## src/design/itm_pkg.sv

```systemverilog
// Shared constants and types of the interval timer channel (modes 2 to 5).
// Assumes one system clock; the timer count clock arrives as a plain pin.
package itm_pkg;

   localparam int          ITM_AW           = 8;
   localparam int          ITM_DW           = 32;

   // Register byte offsets on the AXI4-Lite bus.
   localparam logic [7:0]  ITM_OFS_CTRL     = 8'h00;
   localparam logic [7:0]  ITM_OFS_COUNT    = 8'h04;
   localparam logic [7:0]  ITM_OFS_GATE     = 8'h08;
   localparam logic [7:0]  ITM_OFS_STATUS   = 8'h0c;

   // Field positions.
   localparam int          ITM_CTRL_BCD     = 0;
   localparam int          ITM_CTRL_MODE_LO = 1;
   localparam int          ITM_GATE_BIT     = 0;
   localparam int          ITM_ST_OUT       = 16;
   localparam int          ITM_ST_LOADED    = 17;

   // Reset values.
   localparam logic        ITM_GATE_RST     = 1'b0;
   localparam logic        ITM_OUT_RST      = 1'b1;
   localparam logic [15:0] ITM_COUNT_RST    = 16'h0000;

   // AXI response codes.
   localparam logic [1:0]  ITM_RESP_OKAY    = 2'h0;
   localparam logic [1:0]  ITM_RESP_SLVERR  = 2'h2;

   // Count values with a meaning in the sequences.
   localparam logic [15:0] ITM_CNT_ONE      = 16'h0001;
   localparam logic [15:0] ITM_CNT_TWO      = 16'h0002;

   typedef enum logic [2:0] {
      ITM_M0, ITM_M1, ITM_M2, ITM_M3, ITM_M4, ITM_M5, ITM_M6, ITM_M7
   } itm_mode_t;

   typedef struct packed {
      itm_mode_t mode;
      logic      bcd;
   } itm_ctrl_t;

   localparam itm_ctrl_t   ITM_CTRL_RST     = '{mode: ITM_M0, bcd: 1'b0};

endpackage

```

## src/design/itm_timer.sv

```systemverilog
// What this block does
// - Mode 2 output high, low for one pulse at count 1, reload, period N.
// - Mode 2 gate low stops counting; gate falling during low pulse forces output high.
// - Mode 2 gate rising reloads count next pulse; low pulse N pulses later.
// - Mode 2 count write loads next pulse; low pulse N pulses after write.
// - Mode 2 new count waits for period end, or loads after a trigger.
// - Mode 3 output high for first half of count, low for remainder, period N.
// - Mode 3 gate low halts, falling gate forces high, rising gate reloads.
// - Mode 3 new count loads after trigger, else at end of half-cycle.
// - Mode 3 even count loads N, subtracts two, at 2 toggles and reloads.
// - Mode 3 odd count loads N-1, low one pulse late, high on next expiry.
// - Mode 4 output high; count write starts; one-pulse low strobe at expiry.
// - Mode 4 gate only enables counting; strobe N+1 pulses after write.
// - Mode 4 new count loads next pulse; only the high byte triggers loading.
// - Mode 5 gate rising loads count next pulse; strobe N+1 pulses after.
// - Mode 5 every trigger reloads; new count waits for the next trigger.
// - Gate sampled on timer clock rise as level and via cleared edge flip-flop.
// - Loads and decrements happen on the falling edge of the timer clock.
// - Count zero means 65536 binary or 10000 decimal.
// - Modes 4 and 5 wrap past zero; modes 2 and 3 reload.
// - Gate comes from a control bit that resets low.
// - A mode write resets control logic at once and sets the output level.
// - A timer clock pulse is a rise then a fall; gate sampled on the rise.
// Holds the timer channel with its AXI4-Lite register slave.
// Assumes a single AXI master with at most one write and one read in flight.
//
// Our own choices: the register addresses and the AXI4-Lite slave port.
`timescale 1ns/100ps
module itm_timer
   import itm_pkg::*;
(
   input  wire logic                    MCLK,
   input  wire logic                    NRST,
   input  wire logic                    TIMER_COUNT_CLOCK,
   output logic                        TIMER_PIN_LEVEL,
   input  wire logic [itm_pkg::ITM_AW-1:0] AWADDR,
   input  wire logic                    AWVALID,
   output logic                        AWREADY,
   input  wire logic [itm_pkg::ITM_DW-1:0] WDATA,
   input  wire logic [3:0]              WSTRB,
   input  wire logic                    WVALID,
   output logic                        WREADY,
   output logic [1:0]                  BRESP,
   output logic                        BVALID,
   input  wire logic                    BREADY,
   input  wire logic [itm_pkg::ITM_AW-1:0] ARADDR,
   input  wire logic                    ARVALID,
   output logic                        ARREADY,
   output logic [itm_pkg::ITM_DW-1:0]  RDATA,
   output logic [1:0]                  RRESP,
   output logic                        RVALID,
   input  wire logic                    RREADY
);
   import itm_pkg::*;

   // One decrement step, binary or digit-wise decimal; zero wraps to the top.
   function automatic logic [15:0] itm_dec(input logic [15:0] v, input logic bcd);
      logic [15:0] r;
      logic        br;
      r  = v - ITM_CNT_ONE;
      br = 1'b1;
      if (bcd)
      begin
         for (int i = 0; i < 4; i++)
         begin
            r[4*i +: 4] = v[4*i +: 4];
            if (br)
            begin
               if (v[4*i +: 4] == 4'h0)
               begin
                  r[4*i +: 4] = 4'h9;
               end
               else
               begin
                  r[4*i +: 4] = v[4*i +: 4] - 4'h1;
                  br          = 1'b0;
               end
            end
         end
      end
      return r;
   endfunction

   logic        tclk_rise;
   logic        tclk_fall;
   logic        awready_reg;
   logic        wready_reg;
   logic        bvalid_reg;
   logic [1:0]  bresp_reg;
   logic        arready_reg;
   logic        rvalid_reg;
   logic [1:0]  rresp_reg;
   logic [31:0] rdata_reg;
   logic [7:0]  awaddr_q;
   logic [31:0] wdata_q;
   logic [3:0]  wstrb_q;
   logic        do_wr;
   logic        wr_ctrl;
   logic        wr_cnt_hi;
   itm_ctrl_t   ctrl_reg;
   logic [15:0] cr_reg;
   logic        gate_reg;
   logic        gate_d_reg;
   logic        edge_ff_reg;
   logic        gate_smp_reg;
   logic        edge_smp_reg;
   logic [15:0] ce_reg;
   logic        out_reg;
   logic        loaded_reg;
   logic        load_req_reg;
   logic        armed_reg;
   logic        ext_reg;
   logic [15:0] ce_dec;
   logic [15:0] ce_dec2;
   logic [15:0] ld3_val;
   logic        periodic;
   logic        trig_mode;

   itm_tclk_sync u_sync
   (
      .clk   (MCLK),
      .rst_n (NRST),
      .pin   (TIMER_COUNT_CLOCK),
      .rise  (tclk_rise),
      .fall  (tclk_fall)
   );

   // Write address and data are taken independently; the write acts once both are held.
   always_ff @(posedge MCLK or negedge NRST)
   begin
      if (!NRST)
      begin
         awready_reg <= 1'b1;
         wready_reg  <= 1'b1;
         bvalid_reg  <= 1'b0;
         bresp_reg   <= ITM_RESP_OKAY;
         awaddr_q    <= 8'h00;
         wdata_q     <= 32'h0000_0000;
         wstrb_q     <= 4'h0;
      end
      else
      begin
         if (AWVALID && awready_reg)
         begin
            awready_reg <= 1'b0;
            awaddr_q    <= AWADDR;
         end
         if (WVALID && wready_reg)
         begin
            wready_reg <= 1'b0;
            wdata_q    <= WDATA;
            wstrb_q    <= WSTRB;
         end
         if (do_wr)
         begin
            bvalid_reg <= 1'b1;
            if (awaddr_q == ITM_OFS_CTRL || awaddr_q == ITM_OFS_COUNT ||
                awaddr_q == ITM_OFS_GATE || awaddr_q == ITM_OFS_STATUS)
            begin
               bresp_reg <= ITM_RESP_OKAY;
            end
            else
            begin
               bresp_reg <= ITM_RESP_SLVERR;
            end
         end
         else if (bvalid_reg && BREADY)
         begin
            bvalid_reg  <= 1'b0;
            awready_reg <= 1'b1;
            wready_reg  <= 1'b1;
         end
      end
   end

   assign do_wr     = !awready_reg && !wready_reg && !bvalid_reg;
   assign wr_ctrl   = do_wr && awaddr_q == ITM_OFS_CTRL && wstrb_q[0];
   assign wr_cnt_hi = do_wr && awaddr_q == ITM_OFS_COUNT && wstrb_q[1];

   // Read answers one cycle after the address is taken.
   always_ff @(posedge MCLK or negedge NRST)
   begin
      if (!NRST)
      begin
         arready_reg <= 1'b1;
         rvalid_reg  <= 1'b0;
         rresp_reg   <= ITM_RESP_OKAY;
         rdata_reg   <= 32'h0000_0000;
      end
      else if (ARVALID && arready_reg)
      begin
         arready_reg <= 1'b0;
         rvalid_reg  <= 1'b1;
         rresp_reg   <= ITM_RESP_OKAY;
         rdata_reg   <= 32'h0000_0000;
         if (ARADDR == ITM_OFS_CTRL)
         begin
            rdata_reg[3:0] <= ctrl_reg;
         end
         else if (ARADDR == ITM_OFS_COUNT)
         begin
            rdata_reg[15:0] <= cr_reg;
         end
         else if (ARADDR == ITM_OFS_GATE)
         begin
            rdata_reg[ITM_GATE_BIT] <= gate_reg;
         end
         else if (ARADDR == ITM_OFS_STATUS)
         begin
            rdata_reg[15:0]          <= ce_reg;
            rdata_reg[ITM_ST_OUT]    <= out_reg;
            rdata_reg[ITM_ST_LOADED] <= loaded_reg;
         end
         else
         begin
            rresp_reg <= ITM_RESP_SLVERR;
         end
      end
      else if (rvalid_reg && RREADY)
      begin
         rvalid_reg  <= 1'b0;
         arready_reg <= 1'b1;
      end
   end

   // Mode word, count holder and gate bit. A mode write clears the count holder.
   always_ff @(posedge MCLK or negedge NRST)
   begin
      if (!NRST)
      begin
         ctrl_reg <= ITM_CTRL_RST;
         cr_reg   <= ITM_COUNT_RST;
         gate_reg <= ITM_GATE_RST;
      end
      else if (do_wr)
      begin
         if (wr_ctrl)
         begin
            ctrl_reg.bcd  <= wdata_q[ITM_CTRL_BCD];
            ctrl_reg.mode <= itm_mode_t'(wdata_q[ITM_CTRL_MODE_LO +: 3]);
            cr_reg        <= ITM_COUNT_RST;
         end
         if (awaddr_q == ITM_OFS_COUNT)
         begin
            if (wstrb_q[0])
            begin
               cr_reg[7:0] <= wdata_q[7:0];
            end
            if (wstrb_q[1])
            begin
               cr_reg[15:8] <= wdata_q[15:8];
            end
         end
         if (awaddr_q == ITM_OFS_GATE && wstrb_q[0])
         begin
            gate_reg <= wdata_q[ITM_GATE_BIT];
         end
      end
   end

   // Gate rising edges are caught at once and held until the next timer clock rise samples them.
   always_ff @(posedge MCLK or negedge NRST)
   begin
      if (!NRST)
      begin
         gate_d_reg   <= ITM_GATE_RST;
         edge_ff_reg  <= 1'b0;
         gate_smp_reg <= 1'b0;
         edge_smp_reg <= 1'b0;
      end
      else
      begin
         gate_d_reg <= gate_reg;
         if (tclk_rise)
         begin
            gate_smp_reg <= gate_reg;
            edge_smp_reg <= edge_ff_reg;
         end
         edge_ff_reg <= (edge_ff_reg && !tclk_rise) || (gate_reg && !gate_d_reg);
      end
   end

   assign ce_dec    = itm_dec(ce_reg, ctrl_reg.bcd);
   assign ce_dec2   = itm_dec(ce_dec, ctrl_reg.bcd);
   assign ld3_val   = cr_reg[0] ? itm_dec(cr_reg, ctrl_reg.bcd) : cr_reg;
   assign periodic  = ctrl_reg.mode == ITM_M2 || ctrl_reg.mode == ITM_M3;
   assign trig_mode = periodic || ctrl_reg.mode == ITM_M5;

   // Count element and output. Zero in the holder counts as the full range,
   // since the decrement wraps it to the top value.
   always_ff @(posedge MCLK or negedge NRST)
   begin
      if (!NRST)
      begin
         ce_reg       <= ITM_COUNT_RST;
         out_reg      <= ITM_OUT_RST;
         loaded_reg   <= 1'b0;
         load_req_reg <= 1'b0;
         armed_reg    <= 1'b0;
         ext_reg      <= 1'b0;
      end
      else if (wr_ctrl)
      begin
         out_reg      <= ITM_OUT_RST;
         loaded_reg   <= 1'b0;
         load_req_reg <= 1'b0;
         armed_reg    <= 1'b0;
         ext_reg      <= 1'b0;
      end
      else
      begin
         if (tclk_fall)
         begin
            if ((load_req_reg && ctrl_reg.mode != ITM_M5) || (edge_smp_reg && trig_mode))
            begin
               // The loading pulse never decrements.
               ce_reg       <= (ctrl_reg.mode == ITM_M3) ? ld3_val : cr_reg;
               out_reg      <= 1'b1;
               loaded_reg   <= 1'b1;
               load_req_reg <= 1'b0;
               armed_reg    <= 1'b1;
               ext_reg      <= 1'b0;
            end
            else if (loaded_reg)
            begin
               case (ctrl_reg.mode)
                  ITM_M2:
                  begin
                     if (gate_smp_reg)
                     begin
                        if (ce_reg == ITM_CNT_ONE)
                        begin
                           ce_reg  <= cr_reg;
                           out_reg <= 1'b1;
                        end
                        else
                        begin
                           ce_reg  <= ce_dec;
                           out_reg <= ce_reg != ITM_CNT_TWO;
                        end
                     end
                  end
                  ITM_M3:
                  begin
                     if (gate_smp_reg)
                     begin
                        if (ext_reg)
                        begin
                           out_reg <= 1'b0;
                           ce_reg  <= ld3_val;
                           ext_reg <= 1'b0;
                        end
                        else if (ce_reg == ITM_CNT_TWO)
                        begin
                           if (out_reg && cr_reg[0])
                           begin
                              ext_reg <= 1'b1;
                           end
                           else
                           begin
                              out_reg <= !out_reg;
                              ce_reg  <= ld3_val;
                           end
                        end
                        else
                        begin
                           ce_reg <= ce_dec2;
                        end
                     end
                  end
                  ITM_M4, ITM_M5:
                  begin
                     if (gate_smp_reg || ctrl_reg.mode == ITM_M5)
                     begin
                        ce_reg <= ce_dec;
                        if (armed_reg && ce_reg == ITM_CNT_ONE)
                        begin
                           out_reg   <= 1'b0;
                           armed_reg <= 1'b0;
                        end
                        else
                        begin
                           out_reg <= 1'b1;
                        end
                     end
                     else
                     begin
                        out_reg <= 1'b1;
                     end
                  end
                  default:
                  begin
                     out_reg <= 1'b1;
                  end
               endcase
            end
         end
         // Standalone so a gate fall landing on a timer fall still forces the output high.
         if (periodic && gate_d_reg && !gate_reg && !out_reg)
         begin
            out_reg <= 1'b1;
         end
         // A count write arriving with a load in the same cycle still wins.
         if (wr_cnt_hi && (ctrl_reg.mode == ITM_M4 || (periodic && !loaded_reg)))
         begin
            load_req_reg <= 1'b1;
         end
      end
   end

   assign TIMER_PIN_LEVEL = out_reg;
   assign AWREADY         = awready_reg;
   assign WREADY          = wready_reg;
   assign BVALID          = bvalid_reg;
   assign BRESP           = bresp_reg;
   assign ARREADY         = arready_reg;
   assign RVALID          = rvalid_reg;
   assign RRESP           = rresp_reg;
   assign RDATA           = rdata_reg;

   property p_mode_reset;
      @(posedge MCLK) disable iff (!NRST)
      wr_ctrl |=> out_reg && !loaded_reg && !load_req_reg;
   endproperty
   a_mode_reset: assert property (p_mode_reset) else $error("mode write did not reset");

   property p_m2_low;
      @(posedge MCLK) disable iff (!NRST)
      (ctrl_reg.mode == ITM_M2 && tclk_fall && loaded_reg && gate_smp_reg && !wr_ctrl &&
       !load_req_reg && !edge_smp_reg && ce_reg == ITM_CNT_TWO) |=> !out_reg && ce_reg == 16'h0001;
   endproperty
   a_m2_low: assert property (p_m2_low) else $error("mode 2 pulse missing at count one");

   property p_gate_fall;
      @(posedge MCLK) disable iff (!NRST)
      (periodic && $fell(gate_reg) && !out_reg && !wr_ctrl) |=> ##[0:1] out_reg;
   endproperty
   a_gate_fall: assert property (p_gate_fall) else $error("output not forced high");

   property p_edge_set;
      @(posedge MCLK) disable iff (!NRST)
      $rose(gate_reg) |=> edge_ff_reg;
   endproperty
   a_edge_set: assert property (p_edge_set) else $error("gate edge not caught");

   property p_fall_only;
      @(posedge MCLK) disable iff (!NRST)
      (!tclk_fall && !wr_ctrl) |=> $stable(ce_reg);
   endproperty
   a_fall_only: assert property (p_fall_only) else $error("count moved off a fall");

   property p_m4_req;
      @(posedge MCLK) disable iff (!NRST)
      (wr_cnt_hi && ctrl_reg.mode == ITM_M4 && !wr_ctrl) |=> load_req_reg;
   endproperty
   a_m4_req: assert property (p_m4_req) else $error("mode 4 load not requested");

   property p_m4_hold;
      @(posedge MCLK) disable iff (!NRST)
      (ctrl_reg.mode == ITM_M4 && tclk_fall && !gate_smp_reg && !load_req_reg && !wr_ctrl)
      |=> $stable(ce_reg) && out_reg;
   endproperty
   a_m4_hold: assert property (p_m4_hold) else $error("mode 4 counted with gate low");

   property p_m5_load;
      @(posedge MCLK) disable iff (!NRST)
      (ctrl_reg.mode == ITM_M5 && tclk_fall && edge_smp_reg && !wr_ctrl)
      |=> ce_reg == $past(cr_reg) && out_reg && armed_reg;
   endproperty
   a_m5_load: assert property (p_m5_load) else $error("mode 5 trigger did not load");
endmodule

```

## src/design/itm_tclk_sync.sv

```systemverilog
// Two-stage synchroniser and edge finder for the timer count clock pin.
// Assumes the pin is asynchronous to clk and far slower than it.
`timescale 1ns/100ps
module itm_tclk_sync
(
   input  wire logic clk,
   input  wire logic rst_n,
   input  wire logic pin,
   output logic      rise,
   output logic      fall
);
   logic s1_reg;
   logic s2_reg;
   logic s3_reg;

   always_ff @(posedge clk or negedge rst_n)
   begin
      if (!rst_n)
      begin
         s1_reg <= 1'b0;
         s2_reg <= 1'b0;
         s3_reg <= 1'b0;
      end
      else
      begin
         s1_reg <= pin;
         s2_reg <= s1_reg;
         s3_reg <= s2_reg;
      end
   end

   // Only the second and third stages are compared, never the first.
   assign rise = s2_reg & ~s3_reg;
   assign fall = ~s2_reg & s3_reg;
endmodule

```

## config.mk

```make
export PLATFORM = sky130hd
export DESIGN_NAME = itm_timer
export DESIGN_NICKNAME = d
export VERILOG_FILES = /design/src/design/itm_pkg.sv /design/src/design/itm_timer.sv /design/src/design/itm_tclk_sync.sv
export SDC_FILE = /design/constraint.sdc
export NUM_CORES = 1
export LEC_CHECK = 0
export CAP_MARGIN = 25
export CORE_ASPECT_RATIO = 0.6
export CORE_MARGIN = 3
export CORE_UTILIZATION = 40
export DETAILED_ROUTE_END_ITERATION = 16
export DONT_BUFFER_PORTS = 1
export GPL_ROUTABILITY_DRIVEN = 0
export PLACE_DENSITY_LB_ADDON = 0.2
export SETUP_SLACK_MARGIN = 0.1
export SYNTH_ARGS = -nofsm -noshare
export SYNTH_HDL_FRONTEND = slang
export SYNTH_SLANG_ARGS = --single-unit
```

## constraint.sdc

```tcl
create_clock -name MCLK -period 4.06 [get_ports MCLK]
set_clock_uncertainty 0.2 [all_clocks]
set_input_delay 0.812 -clock MCLK [delete_from_list [all_inputs] [get_ports MCLK]]
set_output_delay 0.812 -clock MCLK [all_outputs]
set_load 0.02 [all_outputs]
```

==> results.cfg, run 1 <==
[run_status]
status = completed

[route]
ant_nets = 0
wire_per_inst_um = 21.9
vias = 5264
drcViolationCount = 0
drt_wl_total_um = 18700
vias_per_cell = 6.16
drtIter0Drc = 539
drtPass1Iterations = 6

[global_routing]
grt_pass1_wl_um = 28900
grt_pass1_vias = 5007
antenna_found_initial = 0
grt.total_usage = 0.230
grt-ovfl-total = 0
grt_max_degree = 97

[timing]
fmax_mhz = 275
min_period_ns = 3.64
max_slew_margin = 0.414
final-hold-violation-count = 0
slew_violations = 0
tightest_slew_ns = 0.877
tns_ns = 0
finalSetupViolations = 0
fin_crit_sh = 0.897
rsz0062_at_grt = no
holdWs_ns = 0.102

[synthesis]
synth_xor_area_frac = 0.0206
synth_compound_area_frac = 0.200
netlist_area_um2 = 5960
synth-adder-area-share = 0.00840
postSynth.asyncResetShare = 1.00
synthFlopType = dfrtp_1
synth_cell_types = 78
synth-edff-count = 0
synthCells = 664
ys_seq_area_frac = 0.421
yosys.area_share.simple = 0.199
syn_area_per_cell_um2 = 8.98
synth.area.mux_share = 0.0909
synth_top_family_by_area = compound AO/OA/AOI/OAI gates
ys_seq_elements = 100
ys_warn_count = 0

[clocking]
worstSkewPairLatency_ns = 0.35
clkSinkCount = 100
clk_pin_slew_ns = 0.08
root_buffer = clkbuf_16
post-cts-setup-buffers = 0
cts_buffer_depth = 2
cts-resized-gates = 0
cts_hold_buf = 1
cts_tree = yes
numCtsBuffers = 9
cts_max_level = 3

[flow_run]
drv_cap = 0

[die]
start_util = 0.422
die_y_um = 101
io_pins = 102
core_area_um2 = 14100
dieArea_um2 = 16400
die_w_um = 164
num_rows = 33

[critical_path]
critPathMaxFanout = 10
path_delay_family = compound AO/OA/AOI/OAI gates
crit_chain = inv_1 > ha_1 > buf_4 > or4bb_1 > o221ai_1 > a211oi_1 > nand3_1 > or3_1 > a2111o_1 > a31oi_1
cp.required_ns = 4.13
cp_slowest_stage_delay_ns = 0.57
path_buf_inv = 2
end_kind = register
critPathArrivalTime_ns = 3.71
path_class = register to register
slowest_stage = dfrtp_1
start_kind = register

[layout]
final_cell_mix = nand2_1 (106), dfrtp_1 (96), o21ai_0 (69)
drive_above_1_share = 0.130
n_antenna_cell = 0
largest_reg_flops = 18
syn_to_final_growth_pct = 8.10
regArea_um2 = 2510
nFillCells = 1385
multi_input_area_um2 = 3150
nets = 722
final_common_cell = nand2_1

[place]
dp_hpwl_um = 13800
port_buffers = 0

[pwr]
power.leakage_nw = 2.78
power.density_nw_per_um2 = 706
ir_drop_v = 0.000370

[worst_hold_path]
hold_class = input pin to asynchronous set/reset pin
-- per-layer routing --
metal  track usage  up-vias  part of all wire
met5             0        -                 0
met4        0.0520        0             0.012
met3        0.0800       24              0.13
met2         0.308      311              0.39
met1         0.353     2569              0.47
li1              -     2360                 -
-- stage by stage --
stage	utilization	instances	total power, mW	cell area (um^2)	setup slack (ns)
after floorplan	-	679	3.02	6020	0.597
after global placement	0.432	837	3.47	6100	0.583
after detailed placement	0.432	838	3.55	6110	0.542
after CTS	0.456	855	4.50	6440	0.506
after global routing	0.456	855	4.84	6440	0.160
final	0.456	855	4.55	6440	0.419
-- power breakdown --
part           internal [mW]  total, mW  switching [mW]
combinational          0.875       2.07            1.19
clock                  0.492      0.911           0.418
sequential              1.24       1.57           0.333
-- worst reg2reg max path: stages, from the launching register on --
cell      delay (ns)
dfrtp_1         0.57
inv_1           0.16
ha_1            0.22
buf_4           0.17
or4bb_1         0.33
o221ai_1        0.17
a211oi_1        0.43
nand3_1         0.35
or3_1           0.43
a2111o_1        0.37
a31oi_1         0.17
-- final cells by class --
class	instances	share of cell area
timing repair buffer	18	0.0247
sequential	100	0.389
clock inverter	6	0.0122
inverter	20	0.0117
tap	192	0.0373
multi-input combinational	509	0.489
clock buffer	10	0.0355
-- synth_stat cells (all sizes together) (6+ instances only) --
library cell / instances / area share
a221oi: 6 / 0.0088
nand4: 9 / 0.0094
dfrtp: 96 / 0.40
a21oi: 36 / 0.031
mux2i: 17 / 0.029
nand2: 106 / 0.067
buf: 25 / 0.032
or3: 7 / 0.0082
clkbuf: 25 / 0.016
nor3: 26 / 0.022
a22oi: 6 / 0.0076
o31ai: 6 / 0.0099
mux2: 31 / 0.059
o21ai: 70 / 0.059
nor2: 41 / 0.026
inv: 20 / 0.013
xnor2: 10 / 0.015
nand2b: 6 / 0.0063
nand3: 15 / 0.014
-- kinds of logic (layout without fill, tap and decap cells) --
family | Yosys count | after routing
adder cells (fa/ha/maj) | 4 | 4
buffers and inverters | 70 | 54
multiplexers | 49 | 49
XOR/XNOR | 14 | 14
AND/OR/NAND/NOR | 243 | 243
other | 1 | 16
flip-flops | 100 | 100
AO/OA/AOI/OAI | 183 | 183
-- final timing paths --
check | startpoint | to | slack [ns] | cells after the start
setup / recovery | ce_reg[1]$_DFFE_PN0P_ | ce_reg[13]$_DFFE_PN0P_ | 0.42 | 10
hold / removal | NRST | AWREADY$_DFF_PN1_ | 0.10 | 0
setup reg to reg | ce_reg[1]$_DFFE_PN0P_ | ce_reg[13]$_DFFE_PN0P_ | 0.42 | 10
hold reg to reg | u_sync.s1_reg$_DFF_PN0_ | u_sync.s2_reg$_DFF_PN0_ | 0.16 | 0
max in group asynchronous | NRST | RDATA[11]$_DFFE_PN0P_ | 3.10 | 1
min in group MCLK | u_sync.s1_reg$_DFF_PN0_ | u_sync.s2_reg$_DFF_PN0_ | 0.16 | 0
No activity file was read; power rests on OpenSTA's default activity.
==> run 2: changes to the inputs <==
--- a/config.mk
+++ b/config.mk
@@ -6,9 +6,11 @@
 export NUM_CORES = 1
 export LEC_CHECK = 0
 export CAP_MARGIN = 25
+export CELL_PAD_IN_SITES_DETAIL_PLACEMENT = 0
+export CELL_PAD_IN_SITES_GLOBAL_PLACEMENT = 2
 export CORE_ASPECT_RATIO = 0.6
 export CORE_MARGIN = 3
-export CORE_UTILIZATION = 40
+export CORE_UTILIZATION = 39
 export DETAILED_ROUTE_END_ITERATION = 16
 export DONT_BUFFER_PORTS = 1
 export GPL_ROUTABILITY_DRIVEN = 0
==> run 2 against run 1 <==
Routed wire length rose by 1.4%. Sequential power barely moved. Clock power fell by 2%. Non-clock buffer count rose by 4. Combinational power barely moved. Global-route usage rose by 0.051 points. Worst setup slack improved by 0.12 ns. Sequential share of layout area fell by 0.23 points. Register-to-register slack improved by 0.12 ns. First-iteration DRC count fell by 9.5%. Critical path depth fell by 1. Via count fell by 2.4%. Critical endpoint unchanged.
==> results.cfg, run 2 (synthesis results as in run 1) <==
[run_status]
status = completed

[die]
dieArea_um2 = 16800
die_w_um = 166
start_util = 0.405
io_pins = 102
num_rows = 34
core_area_um2 = 14700
die_y_um = 102

[timing]
setup_ws_ns = 0.538
rsz0062_at_grt = no
tightest_slew_ns = 1.05
tns_ns = 0
slew_violations = 0
min_period_ns = 3.52
max_slew_margin = 0.296
fmax_mhz = 284
finalSetupViolations = 0
fin_crit_sh = 0.867
final-hold-violation-count = 0
holdWs_ns = 0.0952

[clocking]
clk_pin_slew_ns = 0.08
cts-resized-gates = 0
cts_buffer_depth = 2
worstSkewPairLatency_ns = 0.36
clkSinkCount = 100
root_buffer = clkbuf_16
cts_tree = yes
numCtsBuffers = 9
cts_max_level = 3

[critical_path]
start_kind = register
path_class = register to register
rrSetupSlack_ns = 0.54
critPathMaxFanout = 11
cp.required_ns = 4.14
end_kind = register
critPathArrivalTime_ns = 3.60

[pwr]
ir_drop_v = 0.000262
internal-power_mw = 2.56
switching_share = 0.432
clkPwrFrac = 0.199
power.density_nw_per_um2 = 696
p_sw_mw = 1.95
power_frac_seq = 0.342
p_comb_frac = 0.460
power.leakage_nw = 2.80

[place]
dp_hpwl_um = 14000
port_buffers = 0
dp_slack_ns = 0.675

[route]
drtPass1Iterations = 5
drt_wl_total_um = 19000
wire_per_inst_um = 21.9
drtIter0Drc = 488
drcViolationCount = 0
vias = 5138
vias_per_cell = 5.93
ant_nets = 0

[layout]
final_common_cell = nand2_1
drive_above_1_share = 0.136
largest_reg_flops = 18
final_core_util = 0.440
final_cell_mix = nand2_1 (106), dfrtp_1 (96), o21ai_0 (69)
nets = 726
syn_to_final_growth_pct = 8.73

[global_routing]
grt_pass1_vias = 4740
grt_pass1_wl_um = 29000
grt_max_degree = 97
grt.total_usage = 0.231
antenna_found_initial = 0
grt-ovfl-total = 0

[worst_hold_path]
hold_class = input pin to asynchronous set/reset pin

[flow_run]
drv_cap = 0
## run 2: routing by layer
metal	up-vias	wire length, um	part of all wire	global-route usage
met1	2507	9590	0.50	0.361
met2	237	7270	0.38	0.304
met4	0	246	0.013	0.0486
met5	-	0	0	0
li1	2372	-	-	-
met3	22	1890	0.099	0.0764
## run 2: final cells by class
class	instances	area (um^2)
antenna	1	2.50
clock buffer	10	239
clock inverter	6	70.1
fill	1467	8240
inverter	20	75.1
multi-input combinational	509	3150
sequential	100	2510
tap	198	248
timing repair buffer	22	185
## run 2: worst max-delay path: stages, from the launching register on
cell,delay (ns)
dfrtp_1,0.38
inv_1,0.13
ha_1,0.44
or3b_2,0.58
o22ai_1,0.15
a22o_1,0.30
nand3_1,0.32
or3_1,0.42
a2111o_1,0.35
a31oi_1,0.18
## run 2: final timing paths
kind | start | end | cells past startpoint
min in group MCLK | u_sync.s1_reg$_DFF_PN0_ | u_sync.s2_reg$_DFF_PN0_ | 0
min | NRST | WREADY$_DFF_PN1_ | 0
max reg2reg | ce_reg[0]$_DFFE_PN0P_ | ce_reg[13]$_DFFE_PN0P_ | 9
min reg2reg | u_sync.s1_reg$_DFF_PN0_ | u_sync.s2_reg$_DFF_PN0_ | 0
max in group asynchronous | NRST | u_sync.s3_reg$_DFF_PN0_ | 1
max | ce_reg[0]$_DFFE_PN0P_ | ce_reg[13]$_DFFE_PN0P_ | 9
## run 2: per-stage QoR
stage	area (um^2)	instances	power, mW
floorplan	6020	679	3.02
global placement	6140	848	3.51
global route	6480	865	4.80
detailed placement	6140	848	3.55
finish	6480	866	4.51
CTS	6480	865	4.49
## run 2: power by group through the flow
| stage | sequential, mW | combinational (mW) | clock, mW |
|---|---|---|---|
| final | 1.54 | 2.07 | 0.896 |
| after global routing | 1.58 | 2.26 | 0.953 |
| after CTS | 1.54 | 2.03 | 0.921 |
| after detailed placement | 1.56 | 1.99 | 0 |
| after global placement | 1.55 | 1.96 | 0 |
| after floorplan | 1.43 | 1.60 | 0 |
## run 2: what timing repair did
item                                   in CTS  in global routing
endpoints found under the hold margin      96                  0
setup buffers                               0                  0
hold buffers                                1                  0
